## src/verilog/stepper_pkg.sv

```systemverilog
package stepper_pkg;

   // Sequencer counter and home position.
   localparam int               CNT_W    = 3;
   localparam logic [CNT_W-1:0] HOME_CNT = 3'h0;

   // Phase lines in the order A, B (first bridge), C, D (second bridge).
   typedef struct packed {
      logic a;
      logic b;
      logic c;
      logic d;
   } phase_s;

   localparam phase_s     PHASES_OFF  = 4'h0;
   localparam phase_s     HOME_PHASES = 4'h5;
   localparam phase_s     WAVE_A      = 4'h8;
   localparam phase_s     WAVE_C      = 4'h2;
   localparam phase_s     PAIR_AC     = 4'hA;
   localparam phase_s     PAIR_CB     = 4'h6;
   localparam logic [1:0] INH_N_RST   = 2'h3;
   localparam logic [1:0] INH_N_OFF   = 2'h0;

   // Master sequence, one entry per counter value; state 1 is entry 0.
   localparam phase_s MASTER_SEQ [8] = '{
      4'h5, 4'h1, 4'h9, 4'h8, 4'hA, 4'h2, 4'h6, 4'h4 // RL2 RL3 RL4 RL11
   };

   // Register map, byte addresses.
   localparam logic [31:0] CTRL_OFS   = 32'h0000_0000;
   localparam logic [31:0] STEP_OFS   = 32'h0000_0004;
   localparam logic [31:0] STATUS_OFS = 32'h0000_0008;
   localparam int          RUN_BIT    = 0;
   localparam int          GO_BIT     = 0;
   localparam logic        RUN_RST    = 1'b1;
   localparam int          NONSEQ_BIT = 1;
   localparam logic        RESP_OKAY  = 1'b0;
   localparam int          STATUS_W   = 13;

   typedef struct packed {
      logic         rot_dir;
      logic         half;
      logic         sensor;
      logic         home;
      logic [1:0]   inh_n;
      phase_s       phases;
      logic [CNT_W-1:0] cnt;
   } status_s;

   // Next counter value; full step leaves the least significant bit alone.
   function automatic logic [CNT_W-1:0] next_count(
      input logic [CNT_W-1:0] c,
      input logic             cw,
      input logic             half
   );
      logic [CNT_W-1:0] n;
      n = c;
      if (half) begin
         n = cw ? c + 3'h1 : c - 3'h1;
      end else begin
         n[2:1] = cw ? c[2:1] + 2'h1 : c[2:1] - 2'h1;
      end
      return n;
   endfunction

endpackage
```

## src/verilog/stepper_ahb_regs.sv

```systemverilog
`timescale 1ns/1ps
module stepper_ahb_regs (
   // Clock and reset
   input  wire logic                    clk_i,
   input  wire logic                    rst_n_i,
   // AHB-Lite slave
   input  wire logic                    hsel_i,
   input  wire logic [31:0]             haddr_i,
   input  wire logic [1:0]              htrans_i,
   input  wire logic                    hwrite_i,
   input  wire logic [31:0]             hwdata_i,
   input  wire logic                    hready_i,
   output logic [31:0]                  hrdata_o,
   output logic                         hreadyout_o,
   output logic                         hresp_o,
   // Block side
   input  wire stepper_pkg::status_s    status_i,
   output logic                         run_o,
   output logic                         step_o
);

   logic        wr_q;
   logic        wr_d;
   logic [31:0] addr_q;
   logic [31:0] addr_d;
   logic [31:0] rdata_q;
   logic [31:0] rdata_d;
   logic        run_q;
   logic        run_d;
   logic        step_q;
   logic        step_d;
   logic        acc;

   // Zero wait states; read data is captured in the address phase so
   // that it stands for the whole data phase.
   always_comb begin
      acc     = hsel_i & htrans_i[stepper_pkg::NONSEQ_BIT] & hready_i;
      wr_d    = acc & hwrite_i;
      addr_d  = haddr_i;
      run_d   = run_q;
      step_d  = 1'b0;
      rdata_d = 32'h0000_0000;
      if (wr_q && addr_q == stepper_pkg::CTRL_OFS) begin
         run_d = hwdata_i[stepper_pkg::RUN_BIT];
      end
      if (wr_q && addr_q == stepper_pkg::STEP_OFS) begin
         step_d = hwdata_i[stepper_pkg::GO_BIT];
      end
      if (acc && !hwrite_i) begin
         if (haddr_i == stepper_pkg::CTRL_OFS) begin
            rdata_d[stepper_pkg::RUN_BIT] = run_q;
         end else if (haddr_i == stepper_pkg::STATUS_OFS) begin
            rdata_d[stepper_pkg::STATUS_W-1:0] = status_i;
         end
      end
   end

   always_ff @(posedge clk_i or negedge rst_n_i) begin
      if (!rst_n_i) begin
         wr_q    <= 1'b0;
         addr_q  <= 32'h0000_0000;
         rdata_q <= 32'h0000_0000;
         run_q   <= stepper_pkg::RUN_RST;
         step_q  <= 1'b0;
      end else begin
         wr_q    <= wr_d;
         addr_q  <= addr_d;
         rdata_q <= rdata_d;
         run_q   <= run_d;
         step_q  <= step_d;
      end
   end

   assign hrdata_o    = rdata_q;
   assign hreadyout_o = 1'b1;
   assign hresp_o     = stepper_pkg::RESP_OKAY;
   assign run_o       = run_q;
   assign step_o      = step_q;

endmodule

```

## src/verilog/stepper_phase_decode.sv

```systemverilog
`timescale 1ns/1ps
module stepper_phase_decode (
   // Sequencer state
   input  wire logic [stepper_pkg::CNT_W-1:0] cnt_i,
   input  wire logic                          en_i,
   // Decoded drive
   output stepper_pkg::phase_s                phase_o,
   output logic [1:0]                         inh_n_o
);

   // The same table serves bridges and single-ended stages alike.
   always_comb begin
      if (en_i) begin
         phase_o = stepper_pkg::MASTER_SEQ[cnt_i]; // RL10
         inh_n_o = {phase_o.c | phase_o.d, phase_o.a | phase_o.b}; // RL9
      end else begin
         phase_o = stepper_pkg::PHASES_OFF; // RL14
         inh_n_o = stepper_pkg::INH_N_OFF; // RL14
      end
   end

endmodule

```

## src/verilog/stepper_phase_sequencer.sv

```systemverilog
// Notes on behaviour
// RL1: Bipolar wave drive energises one winding at a time in the order A, C, B, D.
// RL2: In wave drive no state ever has more than one phase line high.
// RL3: Two-phase-on full step keeps both windings energised in every state.
// RL4: Half step alternates one-phase and two-phase states, eight per cycle.
// RL5: The opposite direction walks the same sequences in reverse order.
// RL6: A reluctance motor in wave drive sees its windings singly as A, C, B, D.
// RL7: A reluctance motor in two-phase-on sees pairs AC, CB, BD, DA in turn.
// RL8: A reluctance motor in half step runs the eight-state interleaved cycle.
// RL9: Each bridge gets two phase lines and one active-low inhibit line.
// RL10: Unipolar motors get the very same phase sequences as bipolar ones.
// RL11: A three-bit counter is decoded into an eight-state Gray sequence.
// RL12: Full step moves the counter by two, keeping its lowest bit as it was.
// RL13: Reset forces state 1 with phases 0101 and flags home.
// RL14: Enable low drives both inhibits and all four phase lines low (while reset is held the outputs stay 0101 with both inhibits high).
// RL15: Each rising step edge moves one state in the chosen direction.
// RL16: The half/full input is sampled at every step.
`timescale 1ns/1ps
module stepper_phase_sequencer (
   // Clock and reset
   input  wire logic        MCLK_I,
   input  wire logic        RST_N_I,
   // Host control pins
   input  wire logic        STEP_I,
   input  wire logic        ROTATION_DIRECTION_I,
   input  wire logic        HALF_FULL_I,
   input  wire logic        ENABLE_I,
   // Power stage drive
   output logic [1:0]       FIRST_PHASE_O,
   output logic [1:0]       SECOND_PHASE_O,
   output logic             FIRST_BRIDGE_INHIBIT_N_O,
   output logic             SECOND_BRIDGE_INHIBIT_N_O,
   // Open-drain home pin
   input  wire logic        HOME_I,
   output logic             HOME_O,
   output logic             HOME_OE_N_O,
   // AHB-Lite slave
   input  wire logic        HSEL_I,
   input  wire logic [31:0] HADDR_I,
   input  wire logic [1:0]  HTRANS_I,
   input  wire logic        HWRITE_I,
   input  wire logic [2:0]  HSIZE_I,
   input  wire logic [31:0] HWDATA_I,
   input  wire logic        HREADY_I,
   output logic [31:0]      HRDATA_O,
   output logic             HREADYOUT_O,
   output logic             HRESP_O
);

   localparam int W = stepper_pkg::CNT_W;

   logic [W-1:0]        cnt_q;
   logic [W-1:0]        cnt_d;
   logic                step_pin_q;
   logic                step_pin_d;
   logic                step_ev;
   logic                run;
   logic                sw_step;
   logic                en_d;
   logic                en_q;
   stepper_pkg::phase_s phase_d;
   stepper_pkg::phase_s phase_q;
   logic [1:0]          inh_n_d;
   logic [1:0]          inh_n_q;
   logic                home_d;
   logic                home_q;
   stepper_pkg::status_s status;

   // Only full words are ever transferred, so the size is not decoded.
   logic                unused_size;
   assign unused_size = ^HSIZE_I;

   stepper_ahb_regs u_regs (
      .clk_i       (MCLK_I),
      .rst_n_i     (RST_N_I),
      .hsel_i      (HSEL_I),
      .haddr_i     (HADDR_I),
      .htrans_i    (HTRANS_I),
      .hwrite_i    (HWRITE_I),
      .hwdata_i    (HWDATA_I),
      .hready_i    (HREADY_I),
      .hrdata_o    (HRDATA_O),
      .hreadyout_o (HREADYOUT_O),
      .hresp_o     (HRESP_O),
      .status_i    (status),
      .run_o       (run),
      .step_o      (sw_step)
   );

   // Step group: a pin edge or a software step moves the counter.
   always_comb begin
      step_pin_d = STEP_I;
      step_ev    = (STEP_I & ~step_pin_q) | sw_step; // RL15
      cnt_d      = cnt_q;
      if (step_ev) begin
         // RL5 RL11 RL12 RL16
         cnt_d = stepper_pkg::next_count(cnt_q, ROTATION_DIRECTION_I,
                                         HALF_FULL_I);
      end
   end

   always_ff @(posedge MCLK_I or negedge RST_N_I) begin
      if (!RST_N_I) begin
         cnt_q      <= stepper_pkg::HOME_CNT; // RL13
         step_pin_q <= 1'b0;
      end else begin
         cnt_q      <= cnt_d;
         step_pin_q <= step_pin_d;
      end
   end

   // Output group: decoded from the next count so that the pins follow
   // the counter in the same edge and still come straight from flops.
   always_comb begin
      en_d   = ENABLE_I & run; // RL14
      home_d = (cnt_d == stepper_pkg::HOME_CNT); // RL13
   end

   // RL1 RL6 RL7 RL8 RL10
   stepper_phase_decode u_decode (
      .cnt_i   (cnt_d),
      .en_i    (en_d),
      .phase_o (phase_d),
      .inh_n_o (inh_n_d)
   );

   always_ff @(posedge MCLK_I or negedge RST_N_I) begin
      if (!RST_N_I) begin
         en_q    <= 1'b0;
         phase_q <= stepper_pkg::HOME_PHASES; // RL13
         inh_n_q <= stepper_pkg::INH_N_RST;
         home_q  <= 1'b1;
      end else begin
         en_q    <= en_d;
         phase_q <= phase_d;
         inh_n_q <= inh_n_d;
         home_q  <= home_d;
      end
   end

   // RL9
   assign FIRST_PHASE_O             = {phase_q.a, phase_q.b};
   assign SECOND_PHASE_O            = {phase_q.c, phase_q.d};
   assign FIRST_BRIDGE_INHIBIT_N_O  = inh_n_q[0];
   assign SECOND_BRIDGE_INHIBIT_N_O = inh_n_q[1];

   // The pin is released at home so an external sensor can pull it low;
   // reading it back gives the wired combination of both.
   assign HOME_O      = home_q; // RL13
   assign HOME_OE_N_O = home_q;

   always_comb begin
      status.rot_dir = ROTATION_DIRECTION_I;
      status.half    = HALF_FULL_I;
      status.sensor  = HOME_I;
      status.home    = home_q;
      status.inh_n   = inh_n_q;
      status.phases  = phase_q;
      status.cnt     = cnt_q;
   end
endmodule

```

## config.mk

```make
export PLATFORM = sky130hd
export DESIGN_NAME = stepper_phase_sequencer
export DESIGN_NICKNAME = d
export VERILOG_FILES = /design/src/verilog/stepper_pkg.sv /design/src/verilog/stepper_ahb_regs.sv /design/src/verilog/stepper_phase_decode.sv /design/src/verilog/stepper_phase_sequencer.sv
export SDC_FILE = /design/constraint.sdc
export NUM_CORES = 1
export LEC_CHECK = 0
export ABC_AREA = 1
export ABC_CLOCK_PERIOD_IN_PS = 2780
export BUFFER_PORTS_ARGS = -buffer_cell sky130_fd_sc_hd__buf_2
export CAP_MARGIN = 40
export CORE_MARGIN = 3
export CORE_UTILIZATION = 48
export CTS_CLUSTER_DIAMETER = 120
export DETAILED_ROUTE_END_ITERATION = 8
export PLACE_DENSITY = 0.88
export SLEW_MARGIN = 20
export SYNTH_ARGS = -nofsm -noshare
export SYNTH_HDL_FRONTEND = slang
export SYNTH_HIERARCHICAL = 1
export SYNTH_SLANG_ARGS = --single-unit
```

## constraint.sdc

```tcl
create_clock -name MCLK_I -period 2.78 [get_ports MCLK_I]
set_clock_uncertainty 0.2 [all_clocks]
set_input_delay 0.556 -clock MCLK_I [delete_from_list [all_inputs] [get_ports MCLK_I]]
set_output_delay 0.556 -clock MCLK_I [all_outputs]
set_load 0.03 [all_outputs]
```

==> flow_metrics.tcl, run 1 <==
set metrics [dict create \
    cts.clk_slew.worst_paths_ps 60 \
    antenna_found_initial 0 \
    fmax_mhz 526 \
    drt-vias-per-instance 4.25 \
    worst-path-buf-inv 2 \
    r2r_cells 11 \
    p_per_area_mw_per_mm2 675 \
    io_pins 121 \
    cts_tree "done" \
    drc 0 \
    synthDistinctLibCells 25 \
    whs_endpoint "u_regs/addr_q[7]" \
    crit_path_end_kind "flip-flop" \
    crit_arrival_ps 1920 \
    cts_buffer_depth 2 \
    cts_root_buffer "clkbuf_8" \
    worst-path-max-fanout 7 \
    fin_tns_setup_ps 0 \
    wl_mm 4.33 \
    r2r-end "FIRST_PHASE_O[1]" \
    drt_iter0_drc 65 \
    timing.final.ws_setup_ps 879 \
    cts_hold_buffers 1 \
    route.vias.total 1666 \
    syn_area_mm2 0.00239 \
    drv_slew 0 \
    hold_path_class "in -> reg" \
    drv_cap 0 \
    rows 25 \
    drive_gt1_share_pct 32.3 \
    portBuffers 64 \
    grt.total_usage_pct 16.7 \
    cpLargestDelayFamily "simple AND/OR/NAND/NOR gates" \
    grt-ovfl-total 0 \
    finalHoldViolCount 0 \
    grt_pass1_wl_mm 7.40 \
    start_kind "flip-flop" \
    finalSetupViolations 0 \
    rsz0062_at_grt "no" \
    ys_ff_latch 59 \
    min_from "HADDR_I[7]" \
    htree_num_levels 3 \
    crit_slowest_cell "dfrtp_1" \
    outcome "finished, final reports clean" \
    synthToLayoutAreaGrowth_pct 22.2 \
    ir_drop_v 0.000340 \
    post_cts_resize_count 0 \
    finalCriticalPeriod_ps 1900 \
    ys_seq_area_share_pct 62.0 \
    cts_buffers 9 \
    wl_per_cell_um 11.0 \
    fin_nets 400 \
    diodes 0 \
    layout_common_cells "buf_2 (64), nor2_1 (55), dfrtp_1 (53), nand2_1 (48), inv_1 (24)" \
    die_x_um 76.6 \
    initial_core_util_pct 50.3 \
    relSlewSlack_pct 63.4 \
    grt_max_degree 22 \
    syn_inst 246 \
    firstDrtPassIters 4 \
    die_y_um 76.6 \
    clk_latency_ps 320 \
    crit_required_ps 2800 \
    r2r-start "cnt_q[0]" \
    numClockSinks 59 \
    dp.final_hpwl_mm 3.33 \
    die-area_mm2 0.00587 \
    place_ws_ps 544 \
    antenna_left 0 \
    total_power_mw 1.97 \
    layout_commonest_cell "buf_2" \
    hold_depth 1 \
    post-route-period-util_pct 68.4 \
    synth_area_per_cell_um2 9.72 \
    worst-r2r-setup-slack_ps 880 \
    slowest_delay_ps 430 \
    critPathKind "reg -> reg" \
    cts_setup_buffers 0 \
    crit_start "cnt_q[0]" \
    leakage_nw 1.53 \
    worst_slew_pin_slew_ps 545 \
    coreArea_mm2 0.00475 \
    gp_congestion 0.809 \
    path_cells "fa_1 > inv_1 > nand2_1 > nand3_2 > nand3_2 > nand2_2 > nand2_2 > nor2_1 > nor2_1 > nand2_1 > inv_1" \
    grt_pass1_vias 1704 \
    yosysWarnings 6 \
]
[cells in the mapped netlist]
cell type  instances  area share, %
o21ai_0            3           0.63
dfrtp_1           53             55
nor2_1            55            8.6
nor2_4             1           0.47
nor2_2             4            1.0
xor2_1             1           0.37
a21boi_0           1           0.31
inv_2              2           0.31
a21oi_1            1           0.21
inv_1             24            3.8
nand2_4            2           0.94
fa_1               1           0.84
nand4_1            3           0.78
nand3_1            4           0.84
nand2_2            5            1.3
buf_6              1           0.47
a21oi_2            2           0.73
dfstp_2            6            6.6
nand2_1           48            7.5
or2_2              1           0.26
nand3_2            2           0.84
conb_1             2           0.31
o21ai_1            1           0.21
buf_4             22            6.9
nor4_1             1           0.26
[where the power goes]
part           leakage (nW)  switching [mW]  internal, mW
combinational         0.704           0.183        0.0774
sequential            0.721          0.0265         0.908
clock                 0.107           0.293         0.486
[worst max path at each step]
stage / endpoint / slack, ps / cells past startpoint
detailed placement: FIRST_PHASE_O[1] / 540 / 13
global route: FIRST_PHASE_O[0] / 720 / 10
finish: FIRST_PHASE_O[1] / 880 / 11
floorplan: FIRST_PHASE_O[1] / 790 / 12
CTS: FIRST_PHASE_O[1] / 870 / 11
global placement: FIRST_PHASE_O[1] / 580 / 13
[final cells by class]
class,count,area [µm²]
Clock buffer,14,173
Clock inverter,2,35.0
Fill cell,422,1830
Inverter,26,97.6
Multi-Input combinational cell,157,706
Sequential cell,59,1480
Tap cell,67,83.8
Timing Repair Buffer,67,345
[worst reg2reg max path: cells and delay by family, from the launching register on]
| kind | cells | cell delay, ps |
|---|---|---|
| DFF | 1 | 430 |
| adders and majority gates | 1 | 400 |
| buffers and inverters | 2 | 100 |
| and+or+nand+nor | 8 | 690 |
[sequential cells by signal, summed over array words and instances (netlist names), 2 cells and up]
signal and flops:
inh_n_q 2, u_regs/hrdata_o 13, SECOND_PHASE_O 2, cnt_q 3, u_regs/addr_q 32, FIRST_PHASE_O 2
[metal layers]
layer / share of wire (%) / routed length, µm / track usage [%]
met5: 0 / 0 / 0
met4: 1.6 / 68 / 9.24
met3: 8.5 / 367 / 6.74
met2: 51 / 2230 / 27.9
met1: 39 / 1670 / 18.1
[stage by stage]
step	utilization (%)	std cells	instance area, µm²	hold WS, ps
after floorplan	-	265	2460	60.4
after global placement	56.9	375	2710	280
after detailed placement	56.9	375	2710	285
after CTS	61.5	392	2920	128
after global routing	61.5	392	2920	131
final	61.5	392	2920	146
[cells by family (layout without fill, tap and decap cells)]
family                     Yosys count  in the layout  share of synthesized area [%]
xor gates and xnor gates             1              1                          0.366
adders and majority gates            1              1                          0.837
AOI/OAI and AO/OA                    8              8                           2.09
other                                2             21                          0.314
DFF                                 59             59                           62.0
buffers and inverters               49            109                           11.5
and+or+nand+nor                    126            126                           22.9
Note: power is estimated with default switching activity, not from simulation.
==> run 2, diff against run 1 <==
Settings changed: ABC_CLOCK_PERIOD_IN_PS 2780 to 1850, CORE_UTILIZATION 48 to 45, PLACE_DENSITY 0.88 to 0.83.
Clock period 2.78 ns to 1.85 ns, I/O delays scaled along.
==> flow_metrics.tcl, run 2 (same netlist as run 1, synthesis figures left out) <==
set metrics [dict create \
    finalSetupViolations 0 \
    fill_cells 411 \
    worst-path-max-fanout 7 \
    drv_cap 0 \
    route.vias.total 1853 \
    start_kind "flip-flop" \
    dp.final_hpwl_mm 3.35 \
    wl_mm 5.32 \
    grt_pass1_vias 1948 \
    drc 0 \
    antenna_left 0 \
    firstDrtPassIters 4 \
    path_cells "fa_2 > inv_2 > nand2_2 > nand3_2 > nand4_1 > nand2_4 > nor2_2 > nor2_1 > nand2_1 > nand2_1" \
    drive_gt1_share_pct 34.1 \
    ir_drop_v 0.000699 \
    p_per_area_mw_per_mm2 946 \
    antenna_found_initial 0 \
    grt_max_degree 60 \
    cts_buffer_depth 2 \
    power_frac_seq_pct 43.9 \
    portBuffers 64 \
    largest_register_ffs 32 \
    drv_slew 0 \
    die_y_um 78.9 \
    design_area_mm2 0.00337 \
    die-area_mm2 0.00623 \
    outcome "finished, final reports clean" \
    holdWs_ps 62.6 \
    gp_congestion 0.856 \
    leakage_nw 1.69 \
    p_comb_share_pct 17.4 \
    crit_path_end_kind "flip-flop" \
    fmax_mhz 554 \
    die_x_um 78.9 \
    layout_commonest_cell "buf_2" \
    cp_common_cell "nand2_1" \
    post-route-period-util_pct 97.5 \
    initial_core_util_pct 48.4 \
    placed_area_mm2 0.00276 \
    layout_common_cells "buf_2 (55), dfrtp_1 (53), nor2_1 (47), nand2_1 (43), dlygate4sd3_1 (34)" \
    pwr-share-clk_pct 38.7 \
    cts_tree "done" \
    cts_root_buffer "clkbuf_8" \
    finalCriticalPeriod_ps 1800 \
    critPathKind "reg -> reg" \
    io_pins 121 \
    hold_path_class "in -> reg" \
    internal_power_mw 2.34 \
    htree_num_levels 3 \
    cts_buffers 9 \
    clk_latency_ps 320 \
    rows 25 \
    crit_required_ps 1920 \
    crit_slowest_cell "dfrtp_1" \
    wl_per_cell_um 12.5 \
    numClockSinks 59 \
    synthToLayoutAreaGrowth_pct 40.9 \
    slowest_delay_ps 400 \
    grt-ovfl-total 0 \
    power.share.switching_pct 26.5 \
    cts.clk_slew.worst_paths_ps 60 \
    finalHoldViolCount 0 \
    grt.total_usage_pct 17.9 \
    rsz0062_at_grt "yes" \
    coreArea_mm2 0.00494 \
    drt-vias-per-instance 4.36 \
    max_flop_register "u_regs/addr_q" \
    diodes 0 \
    crit_arrival_ps 1870 \
    drt_iter0_drc 96 \
    fin_nets 433 \
    grt_pass1_wl_mm 8.32 \
    power.switching_uw 846 \
]
run 2: power groups by stage:
stage / Clock [mW] / Combinational [mW] / Sequential, mW
after floorplan: 0 / 0.287 / 1.44
after global placement: 0 / 0.422 / 1.42
after detailed placement: 0 / 0.437 / 1.42
after CTS: 1.25 / 0.509 / 1.40
after global routing: 1.33 / 0.610 / 1.41
final: 1.23 / 0.556 / 1.40
run 2: path summary, 6_finish.rpt:
check                           startpoint                   to  slack, ps  cells past startpoint
min in group asynchronous          RST_N_I     u_regs/addr_q[5]        370                      3
worst max-delay path              cnt_q[0]           inh_n_q[0]         50                     10
worst min register to register  inh_n_q[0]   u_regs/hrdata_o[7]        290                      2
worst min-delay path                HOME_I  u_regs/hrdata_o[10]         60                      3
max in group asynchronous          RST_N_I           inh_n_q[0]        780                      3
worst max register to register    cnt_q[0]           inh_n_q[0]         50                     10
run 2: area by class of cell:
class,count,area (µm²),area share (%)
Multi-Input combinational cell,157,756,22.4
Clock inverter,5,77.6,2.30
Sequential cell,59,1480,44.0
Timing Repair Buffer,100,741,22.0
Clock buffer,11,131,3.90
Inverter,26,97.6,2.90
Tap cell,67,83.8,2.49
run 2: per-stage QoR:
| stage | util (%) | worst slack, ps | power, mW | setup TNS [ps] | instances |
|---|---|---|---|---|---|
| global route | 68.2 | -81.6 | 3.35 | -198 | 425 |
| global placement | 55.8 | -155 | 1.84 | -630 | 380 |
| floorplan | - | 46.9 | 1.73 | 0 | 265 |
| CTS | 67.1 | 10.5 | 3.16 | 0 | 430 |
| finish | 68.2 | 46.3 | 3.19 | 0 | 425 |
| detailed placement | 55.8 | -225 | 1.86 | -994 | 380 |
run 2: what timing repair did:
| action | in CTS | in global routing |
|---|---|---|
| pin swaps | 4 | 16 |
| hold buffers | 34 | 0 |
| endpoints found under the setup margin | 3 | 17 |
| endpoints found under the hold margin | 86 | 0 |
| gates resized for setup | 4 | 17 |
| gates cloned | 0 | 1 |
| buffers inserted | 0 | 3 |
run 2: worst max-delay path: cells and delay by family, from the launching register on:
kind | cells | cell delay, ps
adders and majority gates | 1 | 360
buffers and inverters | 1 | 60
DFF | 1 | 400
and+or+nand+nor | 8 | 720
run 2: metal layers:
layer	GRT usage [%]	routed length, µm	up-vias
li1	-	-	913
met1	19.1	2130	877
met2	32.1	2810	61
met3	5.56	363	2
met4	8.59	19	0
met5	0	0	-
